File: config.mk
export PLATFORM = sky130hd
export DESIGN_NAME = usart_core
export DESIGN_NICKNAME = d
export VERILOG_FILES = /design/src/pkg/usart_pkg.sv /design/src/core/usart_dma_chan.sv /design/src/core/usart_core.sv
export SDC_FILE = /design/constraint.sdc
export NUM_CORES = 2
export LEC_CHECK = 0
export BUFFER_PORTS_ARGS = -buffer_cell sky130_fd_sc_hd__buf_4
export CELL_PAD_IN_SITES_DETAIL_PLACEMENT = 1
export CELL_PAD_IN_SITES_GLOBAL_PLACEMENT = 2
export CORE_MARGIN = 4
export CORE_UTILIZATION = 40
export DETAILED_ROUTE_END_ITERATION = 8
export GPL_TIMING_DRIVEN = 1
export PLACE_DENSITY = 0.95
export SLEW_MARGIN = 20
export SYNTH_ARGS = -nofsm -noshare
export SYNTH_HDL_FRONTEND = slang
export SYNTH_SLANG_ARGS = --single-unit
File: constraint.sdc
create_clock -name clock_i -period 15.4 [get_ports clock_i]
set_input_delay 3.08 -clock clock_i [delete_from_list [all_inputs] [get_ports clock_i]]
set_output_delay 3.08 -clock clock_i [all_outputs]
set_load 0.02 [all_outputs]
File: src/pkg/usart_pkg.sv
// Shared types and constants for the serial channel and its DMA channels.
// Assumes one 125 MHz clock and a synchronous active-high reset.
package usart_pkg;

  // ----------------------------------------
  // Register map (byte addresses)
  // ----------------------------------------
  localparam logic [7:0] OFS_CTRL   = 8'h00;
  localparam logic [7:0] OFS_MODE   = 8'h04;
  localparam logic [7:0] OFS_STAT   = 8'h08;
  localparam logic [7:0] OFS_RXDATA = 8'h0C;
  localparam logic [7:0] OFS_TXDATA = 8'h10;
  localparam logic [7:0] OFS_BAUD   = 8'h14;
  localparam logic [7:0] OFS_TMO    = 8'h18;
  localparam logic [7:0] OFS_GUARD  = 8'h1C;
  localparam logic [3:0] PAGE_RXDMA = 4'h2;
  localparam logic [3:0] PAGE_TXDMA = 4'h3;

  // ----------------------------------------
  // Field encodings and layouts
  // ----------------------------------------
  typedef enum logic [2:0] {
    MD_NORMAL = 3'h0, MD_RS485 = 3'h1, MD_HANDSHAKE = 3'h2,
    MD_ISO_T0 = 3'h4, MD_ISO_T1 = 3'h6, MD_IRDA = 3'h7
  } mode_e;
  typedef enum logic [2:0] {
    PAR_EVEN = 3'h0, PAR_ODD = 3'h1, PAR_SPACE = 3'h2, PAR_MARK = 3'h3,
    PAR_NONE = 3'h4, PAR_MULTIDROP = 3'h6
  } par_e;
  typedef enum logic [2:0] {
    S_IDLE = 3'h0, S_START = 3'h1, S_DATA = 3'h3, S_PAR = 3'h2, S_STOP = 3'h6, S_GUARD = 3'h7
  } ser_e;
  typedef struct packed {
    logic [2:0] max_iter;
    logic       two_stop;
    par_e       par;
    logic [1:0] char_len;
    mode_e      mode;
  } mode_reg_s;
  typedef struct packed {
    logic tx_dma_en;
    logic rx_dma_en;
    logic tx_addr;
    logic tx_en;
    logic rx_en;
  } ctrl_reg_s;
  typedef struct packed {
    logic rx_addr;
    logic cts;
    logic cts_chg;
    logic rx_brk;
    logic nack;
    logic rx_buf_full;
    logic tx_buf_empty;
    logic iter;
    logic tx_empty;
    logic timeout;
    logic par_err;
    logic frm_err;
    logic ovr_err;
    logic end_tx;
    logic end_rx;
    logic tx_rdy;
    logic rx_rdy;
  } stat_s;

  // ----------------------------------------
  // Reset values and timing
  // ----------------------------------------
  localparam ctrl_reg_s   CTRL_RST  = '0;
  localparam mode_reg_s   MODE_RST  = '{3'h3, 1'b0, PAR_NONE, 2'h3, MD_NORMAL};
  localparam logic [15:0] BAUD_RST  = 16'h043D;
  localparam logic [7:0]  TMO_RST   = 8'h00;
  localparam logic [7:0]  GUARD_RST = 8'h00;
  localparam logic [2:0]  LEN_BASE  = 3'h4;
  localparam logic [19:0] IRDA_MUL  = 20'h00003;
  localparam int          IRDA_SHR  = 4;

  // ----------------------------------------
  // Carriers
  // ----------------------------------------
  typedef struct packed {
    logic        we;
    logic        re;
    logic [7:0]  addr;
    logic [31:0] wdata;
  } reg_bus_s;
  typedef struct packed {
    logic        req;
    logic        we;
    logic [31:0] addr;
    logic [7:0]  wdata;
  } dma_req_s;
  typedef struct packed {
    logic       ack;
    logic [7:0] rdata;
  } dma_rsp_s;
  typedef struct packed {
    logic [31:0] ptr;
    logic [15:0] cnt;
    logic [31:0] nptr;
    logic [15:0] ncnt;
  } dma_desc_s;
  localparam logic [1:0] DSEL_PTR  = 2'h0;
  localparam logic [1:0] DSEL_CNT  = 2'h1;
  localparam logic [1:0] DSEL_NPTR = 2'h2;
  localparam logic [1:0] DSEL_NCNT = 2'h3;

endpackage

File: src/core/usart_dma_chan.sv
// One unidirectional peripheral_dma_channel with current and next descriptor.
// Assumes a memory port that answers a request with a one-cycle ack.
`timescale 1ns/1ps
module usart_dma_chan
  import usart_pkg::*;
#(
  parameter logic TO_MEM = 1'b0
) (
  // Clock and reset
  input  wire logic       clock_i,
  input  wire logic       rst_i,
  // Peripheral side
  input  wire logic       en_i,
  input  wire logic       trig_i,
  input  wire logic [7:0] data_i,
  output dma_desc_s       desc_o,
  output logic            done_o,
  output logic [7:0]      data_o,
  // Software writes
  input  wire logic       sw_we_i,
  input  wire logic [1:0] sw_sel_i,
  input  wire logic [31:0] sw_data_i,
  // Memory side
  input  dma_rsp_s        rsp_i,
  output dma_req_s        req_o
);

  typedef struct packed {
    dma_desc_s  d;
    dma_req_s   req;
    logic       pend;
    logic       done;
    logic [7:0] data;
  } chan_state_s;

  chan_state_s q, s;

  always_comb begin
    s      = q;
    s.done = 1'b0;
    if (sw_we_i) begin
      unique case (sw_sel_i)
        DSEL_PTR:  s.d.ptr  = sw_data_i;
        DSEL_CNT:  s.d.cnt  = sw_data_i[15:0];
        DSEL_NPTR: s.d.nptr = sw_data_i;
        DSEL_NCNT: s.d.ncnt = sw_data_i[15:0];
      endcase
    end
    if (q.done) begin
      s.pend = 1'b0;
    end
    // Done cycle blocks a new request: trigger has not yet fallen
    if (!q.pend && !q.done && en_i && trig_i && q.d.cnt != 16'h0000) begin
      s.pend      = 1'b1;
      s.req.req   = 1'b1;
      s.req.we    = TO_MEM;
      s.req.addr  = q.d.ptr;
      s.req.wdata = data_i;
    end
    if (q.req.req && rsp_i.ack) begin
      s.req.req = 1'b0;
      s.done    = 1'b1;
      s.data    = rsp_i.rdata;
      s.d.ptr   = q.d.ptr + 32'h00000001;
      s.d.cnt   = q.d.cnt - 16'h0001;
    end
    if (s.d.cnt == 16'h0000 && s.d.ncnt != 16'h0000 && !s.pend) begin
      s.d.ptr  = s.d.nptr;
      s.d.cnt  = s.d.ncnt;
      s.d.nptr = 32'h00000000;
      s.d.ncnt = 16'h0000;
    end
  end

  always_ff @(posedge clock_i) begin
    if (rst_i) begin
      q <= '0;
    end else begin
      q <= s;
    end
  end

  assign desc_o = q.d;
  assign done_o = q.done;
  assign data_o = q.data;
  assign req_o  = q.req;

endmodule // usart_dma_chan

File: src/core/usart_core.sv
// Serial channel: receiver, transmitter, mode logic and register port.
// Assumes pins synchronous to clock_i and two DMA memory ports.
//
// Implementation choices: the plain strobed port and the address map.
`timescale 1ns/1ps
module usart_core
  import usart_pkg::*;
(
  // Clock and reset
  input  wire logic clock_i,
  input  wire logic rst_i,
  // Register port
  input  reg_bus_s    bus_i,
  output logic [31:0] rdata_o,
  // Serial pins
  input  wire logic rxd_i,
  input  wire logic cts_i,
  output logic      txd_o,
  output logic      rts_o,
  // DMA memory ports
  output dma_req_s  rx_req_o,
  input  dma_rsp_s  rx_rsp_i,
  output dma_req_s  tx_req_o,
  input  dma_rsp_s  tx_rsp_i
);

  // ----------------------------------------
  // State
  // ----------------------------------------
  typedef struct packed {
    ctrl_reg_s   ctrl;
    mode_reg_s   mode;
    logic [15:0] baud;
    logic [7:0]  tmo;
    logic [7:0]  guard;
    logic [31:0] rdata;
    ser_e        rx_st;
    logic [15:0] rx_cnt;
    logic [2:0]  rx_bit;
    logic [7:0]  rx_sh;
    logic        rx_par;
    logic [7:0]  rhr;
    logic        rhr_addr;
    logic        rx_rdy;
    logic [15:0] ir_hold;
    logic [15:0] nack_cnt;
    logic [15:0] tmo_div;
    logic [7:0]  tmo_cnt;
    logic        tmo_arm;
    ser_e        tx_st;
    logic [15:0] tx_cnt;
    logic [2:0]  tx_bit;
    logic [7:0]  tx_sh;
    logic        tx_addr;
    logic        tx_stop2;
    logic        resend;
    logic [2:0]  iter_cnt;
    logic [7:0]  grd_cnt;
    logic [7:0]  thr;
    logic        thr_full;
    logic        ovr, frm, perr, tmo_flag, iter, nack, brk, cts_chg, cts;
    logic        txd;
    logic        rts;
  } core_state_s;

  core_state_s q, s;
  dma_desc_s   rx_desc, tx_desc;
  logic        rx_done, tx_done;
  logic [7:0]  tx_dma_data;
  logic        rx_dma_we, tx_dma_we;

  // ----------------------------------------
  // Helpers
  // ----------------------------------------
  function automatic logic par_bit(logic [7:0] d, logic [1:0] len, par_e p, logic adr);
    logic [7:0] m;
    m = 8'hFF >> (2'h3 - len);
    unique case (p)
      PAR_EVEN:      par_bit = ^(d & m);
      PAR_ODD:       par_bit = ~^(d & m);
      PAR_SPACE:     par_bit = 1'b0;
      PAR_MARK:      par_bit = 1'b1;
      PAR_MULTIDROP: par_bit = adr;
      default:       par_bit = 1'b0;
    endcase
  endfunction

  function automatic logic [2:0] last_bit(logic [1:0] len);
    last_bit = {1'b0, len} + LEN_BASE;
  endfunction

  // ----------------------------------------
  // Mode decode
  // ----------------------------------------
  logic        is_485, is_hs, is_t0, is_iso, is_ir, par_on, rx_tick, tx_tick, line, tx_go;
  logic [15:0] ir_w;
  stat_s       st;

  assign is_485 = q.mode.mode == MD_RS485;
  assign is_hs  = q.mode.mode == MD_HANDSHAKE;
  assign is_t0  = q.mode.mode == MD_ISO_T0;
  assign is_iso = is_t0 || q.mode.mode == MD_ISO_T1;
  assign is_ir  = q.mode.mode == MD_IRDA;
  assign par_on = q.mode.par != PAR_NONE;
  assign rx_tick = q.rx_cnt == 16'h0000;
  assign tx_tick = q.tx_cnt == 16'h0000;
  assign ir_w    = 16'(({4'h0, q.baud} * IRDA_MUL) >> IRDA_SHR);
  // Infrared: receiver line reads low while the transmitter is not idle
  assign line = is_ir ? (q.ir_hold == 16'h0000 && q.tx_st == S_IDLE) : rxd_i;
  assign tx_go = q.thr_full && q.ctrl.tx_en && !(is_hs && cts_i);

  always_comb begin
    st              = '0;
    st.rx_rdy       = q.rx_rdy;
    st.tx_rdy       = !q.thr_full;
    st.end_rx       = rx_desc.cnt == 16'h0000;
    st.end_tx       = tx_desc.cnt == 16'h0000;
    st.ovr_err      = q.ovr;
    st.frm_err      = q.frm;
    st.par_err      = q.perr;
    st.timeout      = q.tmo_flag;
    st.tx_empty     = !q.thr_full && q.tx_st == S_IDLE;
    st.iter         = q.iter;
    st.tx_buf_empty = st.end_tx && tx_desc.ncnt == 16'h0000;
    st.rx_buf_full  = st.end_rx && rx_desc.ncnt == 16'h0000;
    st.nack         = q.nack;
    st.rx_brk       = q.brk;
    st.cts_chg      = q.cts_chg;
    st.cts          = q.cts;
    st.rx_addr      = q.rhr_addr;
  end

  assign rx_dma_we = bus_i.we && bus_i.addr[7:4] == PAGE_RXDMA;
  assign tx_dma_we = bus_i.we && bus_i.addr[7:4] == PAGE_TXDMA;

  // ----------------------------------------
  // Next state
  // ----------------------------------------
  always_comb begin
    s = q;
    // Register writes come first so hardware events below win over clears
    if (bus_i.we) begin
      unique case (bus_i.addr)
        OFS_CTRL:   s.ctrl  = ctrl_reg_s'(bus_i.wdata[$bits(ctrl_reg_s)-1:0]);
        OFS_MODE:   s.mode  = mode_reg_s'(bus_i.wdata[$bits(mode_reg_s)-1:0]);
        OFS_BAUD:   s.baud  = bus_i.wdata[15:0];
        OFS_TMO:    s.tmo   = bus_i.wdata[7:0];
        OFS_GUARD:  s.guard = bus_i.wdata[7:0];
        OFS_TXDATA: begin
          s.thr      = bus_i.wdata[7:0];
          s.thr_full = 1'b1;
        end
        OFS_STAT: begin
          stat_s c;
          c = stat_s'(bus_i.wdata[$bits(stat_s)-1:0]);
          s.ovr      = q.ovr && !c.ovr_err;
          s.frm      = q.frm && !c.frm_err;
          s.perr     = q.perr && !c.par_err;
          s.tmo_flag = q.tmo_flag && !c.timeout;
          s.iter     = q.iter && !c.iter;
          s.nack     = q.nack && !c.nack;
          s.brk      = q.brk && !c.rx_brk;
          s.cts_chg  = q.cts_chg && !c.cts_chg;
        end
        default: ;
      endcase
    end
    s.rdata = 32'h00000000;
    if (bus_i.re) begin
      unique case (bus_i.addr[7:4])
        PAGE_RXDMA, PAGE_TXDMA: begin
          dma_desc_s d;
          d = (bus_i.addr[7:4] == PAGE_RXDMA) ? rx_desc : tx_desc;
          unique case (bus_i.addr[3:2])
            DSEL_PTR:  s.rdata = d.ptr;
            DSEL_CNT:  s.rdata = {16'h0000, d.cnt};
            DSEL_NPTR: s.rdata = d.nptr;
            DSEL_NCNT: s.rdata = {16'h0000, d.ncnt};
          endcase
        end
        default: begin
          unique case (bus_i.addr)
            OFS_CTRL:   s.rdata = 32'(q.ctrl);
            OFS_MODE:   s.rdata = 32'(q.mode);
            OFS_STAT:   s.rdata = 32'(st);
            OFS_BAUD:   s.rdata = {16'h0000, q.baud};
            OFS_TMO:    s.rdata = {24'h000000, q.tmo};
            OFS_GUARD:  s.rdata = {24'h000000, q.guard};
            OFS_RXDATA: begin
              s.rdata  = {24'h000000, q.rhr};
              s.rx_rdy = 1'b0;
            end
            default: s.rdata = 32'h00000000;
          endcase
        end
      endcase
    end
    if (rx_done) begin
      s.rx_rdy = 1'b0;
    end

    // CTS change
    s.cts = cts_i;
    if (cts_i != q.cts) begin
      s.cts_chg = 1'b1;
    end

    // Infrared demodulator stretches each pulse to one bit
    if (!rxd_i) begin
      s.ir_hold = q.baud;
    end else if (q.ir_hold != 16'h0000) begin
      s.ir_hold = q.ir_hold - 16'h0001;
    end
    if (q.nack_cnt != 16'h0000) begin
      s.nack_cnt = q.nack_cnt - 16'h0001;
    end

    // Receiver
    if (q.rx_st != S_IDLE) begin
      s.rx_cnt = rx_tick ? q.baud - 16'h0001 : q.rx_cnt - 16'h0001;
    end
    unique case (q.rx_st)
      S_IDLE: begin
        if (q.ctrl.rx_en && !line) begin
          s.rx_st  = S_START;
          s.rx_cnt = q.baud >> 1;
          s.rx_sh  = 8'h00;
          s.rx_bit = 3'h0;
          s.rx_par = 1'b0;
        end
      end
      S_START: begin
        if (rx_tick) begin
          s.rx_st = line ? S_IDLE : S_DATA;
        end
      end
      S_DATA: begin
        if (rx_tick) begin
          s.rx_sh[q.rx_bit] = line;
          s.rx_bit          = q.rx_bit + 3'h1;
          if (q.rx_bit == last_bit(q.mode.char_len)) begin
            s.rx_st = par_on ? S_PAR : S_STOP;
          end
        end
      end
      S_PAR: begin
        if (rx_tick) begin
          s.rx_par = line;
          s.rx_st  = S_STOP;
        end
      end
      S_STOP: begin
        if (rx_tick) begin
          s.rx_st   = line ? S_IDLE : S_GUARD;
          s.tmo_arm = 1'b1;
          s.tmo_cnt = 8'h00;
          s.tmo_div = q.baud;
          if (!line && q.rx_sh == 8'h00 && !q.rx_par) begin
            s.brk = 1'b1;
          end else begin
            logic pe;
            pe = par_on && q.mode.par != PAR_MULTIDROP
                 && q.rx_par != par_bit(q.rx_sh, q.mode.char_len, q.mode.par, 1'b0);
            if (!line) begin
              s.frm = 1'b1;
            end
            if (pe) begin
              s.perr = 1'b1;
            end
            if (pe && is_t0) begin
              s.nack_cnt = q.baud; // Card repeats the character; keep nothing
            end else if (s.rx_rdy) begin
              s.ovr = 1'b1;
            end else begin
              s.rhr      = q.rx_sh;
              s.rhr_addr = q.mode.par == PAR_MULTIDROP && q.rx_par;
              s.rx_rdy   = 1'b1;
            end
          end
        end
      end
      S_GUARD: begin
        if (line) begin
          s.rx_st = S_IDLE;
        end
      end
      default: s.rx_st = S_IDLE;
    endcase
    if (!q.ctrl.rx_en) begin
      s.rx_st = S_IDLE;
    end

    // Idle time-out, counted in bit periods
    if (q.tmo_arm && q.tmo != 8'h00 && q.rx_st == S_IDLE) begin
      s.tmo_div = q.tmo_div - 16'h0001;
      if (q.tmo_div == 16'h0000) begin
        s.tmo_div = q.baud;
        s.tmo_cnt = q.tmo_cnt + 8'h01;
        if (q.tmo_cnt + 8'h01 == q.tmo) begin
          s.tmo_flag = 1'b1;
          s.tmo_arm  = 1'b0;
        end
      end
    end

    // Transmitter
    if (q.tx_st != S_IDLE) begin
      s.tx_cnt = tx_tick ? q.baud - 16'h0001 : q.tx_cnt - 16'h0001;
    end
    unique case (q.tx_st)
      S_IDLE: begin
        if (tx_go) begin
          s.tx_st    = S_START;
          s.tx_cnt   = q.baud - 16'h0001;
          s.tx_sh    = q.thr;
          s.tx_addr  = q.ctrl.tx_addr;
          s.thr_full = 1'b0;
          s.iter_cnt = 3'h0;
        end
      end
      S_START: begin
        if (tx_tick) begin
          s.tx_st  = S_DATA;
          s.tx_bit = 3'h0;
        end
      end
      S_DATA: begin
        if (tx_tick) begin
          s.tx_bit = q.tx_bit + 3'h1;
          if (q.tx_bit == last_bit(q.mode.char_len)) begin
            s.tx_st    = par_on ? S_PAR : S_STOP;
            s.tx_stop2 = 1'b0;
          end
        end
      end
      S_PAR: begin
        if (tx_tick) begin
          s.tx_st = S_STOP;
        end
      end
      S_STOP: begin
        if (tx_tick) begin
          if (!q.tx_stop2 && (q.mode.two_stop || is_iso)) begin
            s.tx_stop2 = 1'b1;
            if (is_t0 && !rxd_i) begin
              s.nack = 1'b1;
              if (q.iter_cnt == q.mode.max_iter) begin
                s.iter = 1'b1;
              end else begin
                s.resend = 1'b1;
              end
            end
          end else begin
            s.tx_st   = S_GUARD;
            s.grd_cnt = 8'h00;
          end
        end
      end
      S_GUARD: begin
        if (tx_tick) begin
          s.grd_cnt = q.grd_cnt + 8'h01;
        end
        if (q.grd_cnt >= q.guard) begin
          s.tx_st = S_IDLE;
          if (q.resend) begin
            s.resend   = 1'b0;
            s.iter_cnt = q.iter_cnt + 3'h1;
            s.tx_st    = S_START;
            s.tx_cnt   = q.baud - 16'h0001;
          end
        end
      end
      default: s.tx_st = S_IDLE;
    endcase
    if (tx_done) begin
      s.thr      = tx_dma_data;
      s.thr_full = 1'b1;
    end

    // Pin drivers
    unique case (s.tx_st)
      S_START: s.txd = 1'b0;
      S_DATA:  s.txd = s.tx_sh[s.tx_bit];
      S_PAR:   s.txd = par_bit(s.tx_sh, q.mode.char_len, q.mode.par, s.tx_addr);
      default: s.txd = 1'b1;
    endcase
    if (is_ir) begin
      s.txd = !s.txd && s.tx_cnt >= q.baud - ir_w;
    end else if (s.nack_cnt != 16'h0000) begin
      s.txd = 1'b0;
    end
    // Guard time is after the last stop bit, so RTS drops there
    if (is_485) begin
      s.rts = s.thr_full || s.resend || (s.tx_st != S_IDLE && s.tx_st != S_GUARD);
    end else if (is_hs) begin
      s.rts = !q.ctrl.rx_en || st.rx_buf_full;
    end else begin
      s.rts = 1'b0;
    end
  end

  always_ff @(posedge clock_i) begin
    if (rst_i) begin
      q       <= '0;
      q.ctrl  <= CTRL_RST;
      q.mode  <= MODE_RST;
      q.baud  <= BAUD_RST;
      q.tmo   <= TMO_RST;
      q.guard <= GUARD_RST;
      q.txd   <= 1'b1;
    end else begin
      q <= s;
    end
  end

  // ----------------------------------------
  // DMA channels
  // ----------------------------------------
  usart_dma_chan #(.TO_MEM(1'b1)) u_rx_dma (
    .clock_i   (clock_i),
    .rst_i     (rst_i),
    .en_i      (q.ctrl.rx_dma_en),
    .trig_i    (q.rx_rdy),
    .data_i    (q.rhr),
    .desc_o    (rx_desc),
    .done_o    (rx_done),
    .data_o    (),
    .sw_we_i   (rx_dma_we),
    .sw_sel_i  (bus_i.addr[3:2]),
    .sw_data_i (bus_i.wdata),
    .rsp_i     (rx_rsp_i),
    .req_o     (rx_req_o)
  );

  usart_dma_chan #(.TO_MEM(1'b0)) u_tx_dma (
    .clock_i   (clock_i),
    .rst_i     (rst_i),
    .en_i      (q.ctrl.tx_dma_en),
    .trig_i    (!q.thr_full),
    .data_i    (8'h00),
    .desc_o    (tx_desc),
    .done_o    (tx_done),
    .data_o    (tx_dma_data),
    .sw_we_i   (tx_dma_we),
    .sw_sel_i  (bus_i.addr[3:2]),
    .sw_data_i (bus_i.wdata),
    .rsp_i     (tx_rsp_i),
    .req_o     (tx_req_o)
  );

  assign rdata_o = q.rdata;
  assign txd_o   = q.txd;
  assign rts_o   = q.rts;

endmodule // usart_core

==> reports/metrics.csv <==
metric,value,unit
synth_edf_count,0,
startpoint,bus_i[34],
track_usage,28.8,%
area_growth,10.4,%
p_leak,12.6,nW
r2r-start,q[215],
grt_max_degree,87,
crit_end,u_tx_dma.desc_o[88],
synth-main-ff-cell,dfxtp_1,
gp_congestion,0.936,
synth-async-reset-ratio,0,%
layout-drive-gt1-share,10.9,%
layout.cells.non_filler,5021,
num-fill-cells,9305,
cts_root_buffer,clkbuf_16,
antenna_found_initial,7,
maxCapViolCount,0,
ir_worst_vdd,0.0697,mV
fp-row-count,101,
r2r-end,txd_o,
die_h,287,um
grt_pass1_wl,187,mm
final_cell_mix,"nand2_1 (625), dfxtp_1 (522), nor2_1 (427)",
finalHoldViolCount,0,
synth_area_per_cell,7.70,um2
cts_tree,built,
clk_latency,650,ps
reg2reg_depth,21,
postRouteAntennaNets,0,
postCtsSetupBuffers,0,
period_share,49.5,%
clock_skew,36.0,ps
relSlewSlack,25.9,%
post_cts_resized,0,
cts_htree_levels,2,
die_w,287,um
dieArea,82200,um2
cp-end-kind,flop,
crit_arrival,8140,ps
dp_cells,4904,
regToRegSetupSlack,8870,ps
clk_pin_slew,60,ps
seq_area_frac_synth,33.6,%
drt_iter0_drc,2745,
nNetsFinal,4098,
coreArea,76500,um2
cp-start-kind,input pin,
finalWirelength,122,mm
ys_warn_count,0,
vias,30800,
synth_seq_cells,522,
tightest_slew,1100,ps
critical_path.max_stage_delay,960,ps
fin_crit,7620,ps
port-buffer-count,164,
setup_tns,0,ps
synthCells,4033,
cts_sinks,522,
grt_overflow,0,
fin_util,44.9,%
rsz0062_at_grt,false,
cts_buffer_depth,3,
status,finished clean,
drv_slew,0,
netlist_area,31100,um2
critPathSlowestCell,or4_1,
hold_class,flop to flop,
firstDrtPassIters,5,
numCtsBuffers,59,
cpMostUsedCell,buf_4,
p_per_area,96.6,nW/um2
wl_per_cell,24.3,um
cp.required,15910,ps
worstSetupPathType,input pin to flop,
total_power,3.32,mW
grt_pass1_vias,30800,
setup_viol,0,
ios,182,
fin_area,34300,um2
ys_types,99,
viasPerCell,6.13,
fmax,131,MHz
start_util,40.6,%
place_hpwl,85.8,mm
holdBufCountCts,0,
crit_chain,buf_4 -> nand4b_1 -> nor3_2 -> o211ai_1 -> nor3_1 -> nand4_1 -> or4_1 -> buf_4 -> nand2_2 -> o21ai_0 -> a2111oi_0,
final_common_cell,nand2_1,
post_dp_cell_area,32200,um2
cp_max_fo,45,
drc,0,
==> worst max-delay path: cells and delay by family <==
kind | cells | cell delay [ps]
AOI/OAI and AO/OA | 3 | 720
buffers and inverters | 2 | 1010
and+or+nand+nor | 6 | 3290
==> flip-flops by register name, indices dropped and copies added (netlist names), 8 cells and up <==
name	flops
u_tx_dma.data_o	8
u_rx_dma.req_o	42
rdata_o	32
q	209
u_tx_dma.req_o	33
u_tx_dma.desc_o	96
u_rx_dma.desc_o	96
==> logic make-up (layout without fill, tap and decap cells) <==
logic type               after synthesis  in the layout  share of synthesized area [%]
AND/OR/NAND/NOR                     1704           1704                           25.7
AO/OA/AOI/OAI                        958            958                           19.5
flip-flops                           522            522                           33.6
buffers and inverters                469            414                           7.30
multiplexers                         147            147                           6.08
XOR/XNOR                             133            133                           3.79
adder cells (fa/ha/maj)               99             99                           4.01
other                                  1             14                         0.0121
==> layout make-up <==
type / instances / area, um2 / area share, %
diodes: 5 / 12.5 / 0.0365
clock buffers: 82 / 1730 / 5.05
multi-input cells: 3050 / 18500 / 53.9
repair buffers: 222 / 1670 / 4.88
inverters: 80 / 300 / 0.875
clock inverters: 30 / 358 / 1.04
well taps: 1030 / 1290 / 3.76
flip-flops and latches: 522 / 10500 / 30.5
==> Yosys cell counts (20+ instances only) <==
library cell | instances | share of area (%)
nand2_1 | 625 | 7.6
buf_4 | 119 | 2.9
nand4_1 | 56 | 1.1
nand2b_1 | 36 | 0.72
o21a_1 | 20 | 0.48
nor3_1 | 71 | 1.1
mux2i_1 | 103 | 3.3
o21ai_0 | 133 | 2.1
nand3_1 | 176 | 2.8
nor2_1 | 432 | 5.2
a22oi_1 | 47 | 1.1
nor2b_1 | 29 | 0.58
xnor2_1 | 77 | 2.2
o22ai_1 | 30 | 0.60
nor4_1 | 52 | 1.0
a31oi_1 | 43 | 0.87
inv_1 | 79 | 0.95
ha_1 | 98 | 3.9
xor2_1 | 55 | 1.6
a211oi_1 | 75 | 1.8
or3_1 | 31 | 0.62
clkbuf_1 | 227 | 2.7
a21oi_1 | 390 | 6.3
buf_2 | 23 | 0.37
a311oi_1 | 32 | 0.90
dfxtp_1 | 522 | 34
o211ai_1 | 43 | 1.0
and3_1 | 39 | 0.79
and2_1 | 51 | 1.0
mux4_2 | 32 | 2.3
==> stage by stage <==
step	hold WS (ps)	setup WS (ps)
final	454	7780
after global routing	473	7340
after CTS	457	7920
after detailed placement	448	7260
after global placement	444	7360
after floorplan	432	9360
==> worst min path at each step <==
stage / start / depth (start not counted) / slack, ps / to
6_report: u_tx_dma.req_o[32] / 2 / 450 / u_tx_dma.req_o[32]
5_1_grt: u_tx_dma.data_o[5] / 2 / 470 / u_tx_dma.data_o[5]
2_1_floorplan: q[122] / 2 / 430 / q[122]
3_3_place_gp: u_tx_dma.data_o[1] / 2 / 440 / u_tx_dma.data_o[1]
3_5_place_dp: u_rx_dma.req_o[1] / 2 / 450 / u_rx_dma.req_o[1]
4_1_cts: u_rx_dma.req_o[1] / 2 / 460 / u_rx_dma.req_o[1]
==> routing by layer <==
metal	global-route usage, %	wire (um)	vias to the layer above
met5	0	30	-
met4	15.8	7650	4
met3	4.14	8280	368
met2	46.8	56000	1167
met1	36.8	50300	15200
li1	-	-	14100
==> where the power goes <==
group | leakage [nW] | internal [mW] | total [mW] | switching, mW
Clock | 1.03 | 0.903 | 1.52 | 0.619
Combinational | 7.34 | 0.134 | 0.373 | 0.240
Sequential | 4.21 | 1.38 | 1.42 | 0.0449
Power figures use the tool's default switching activity.
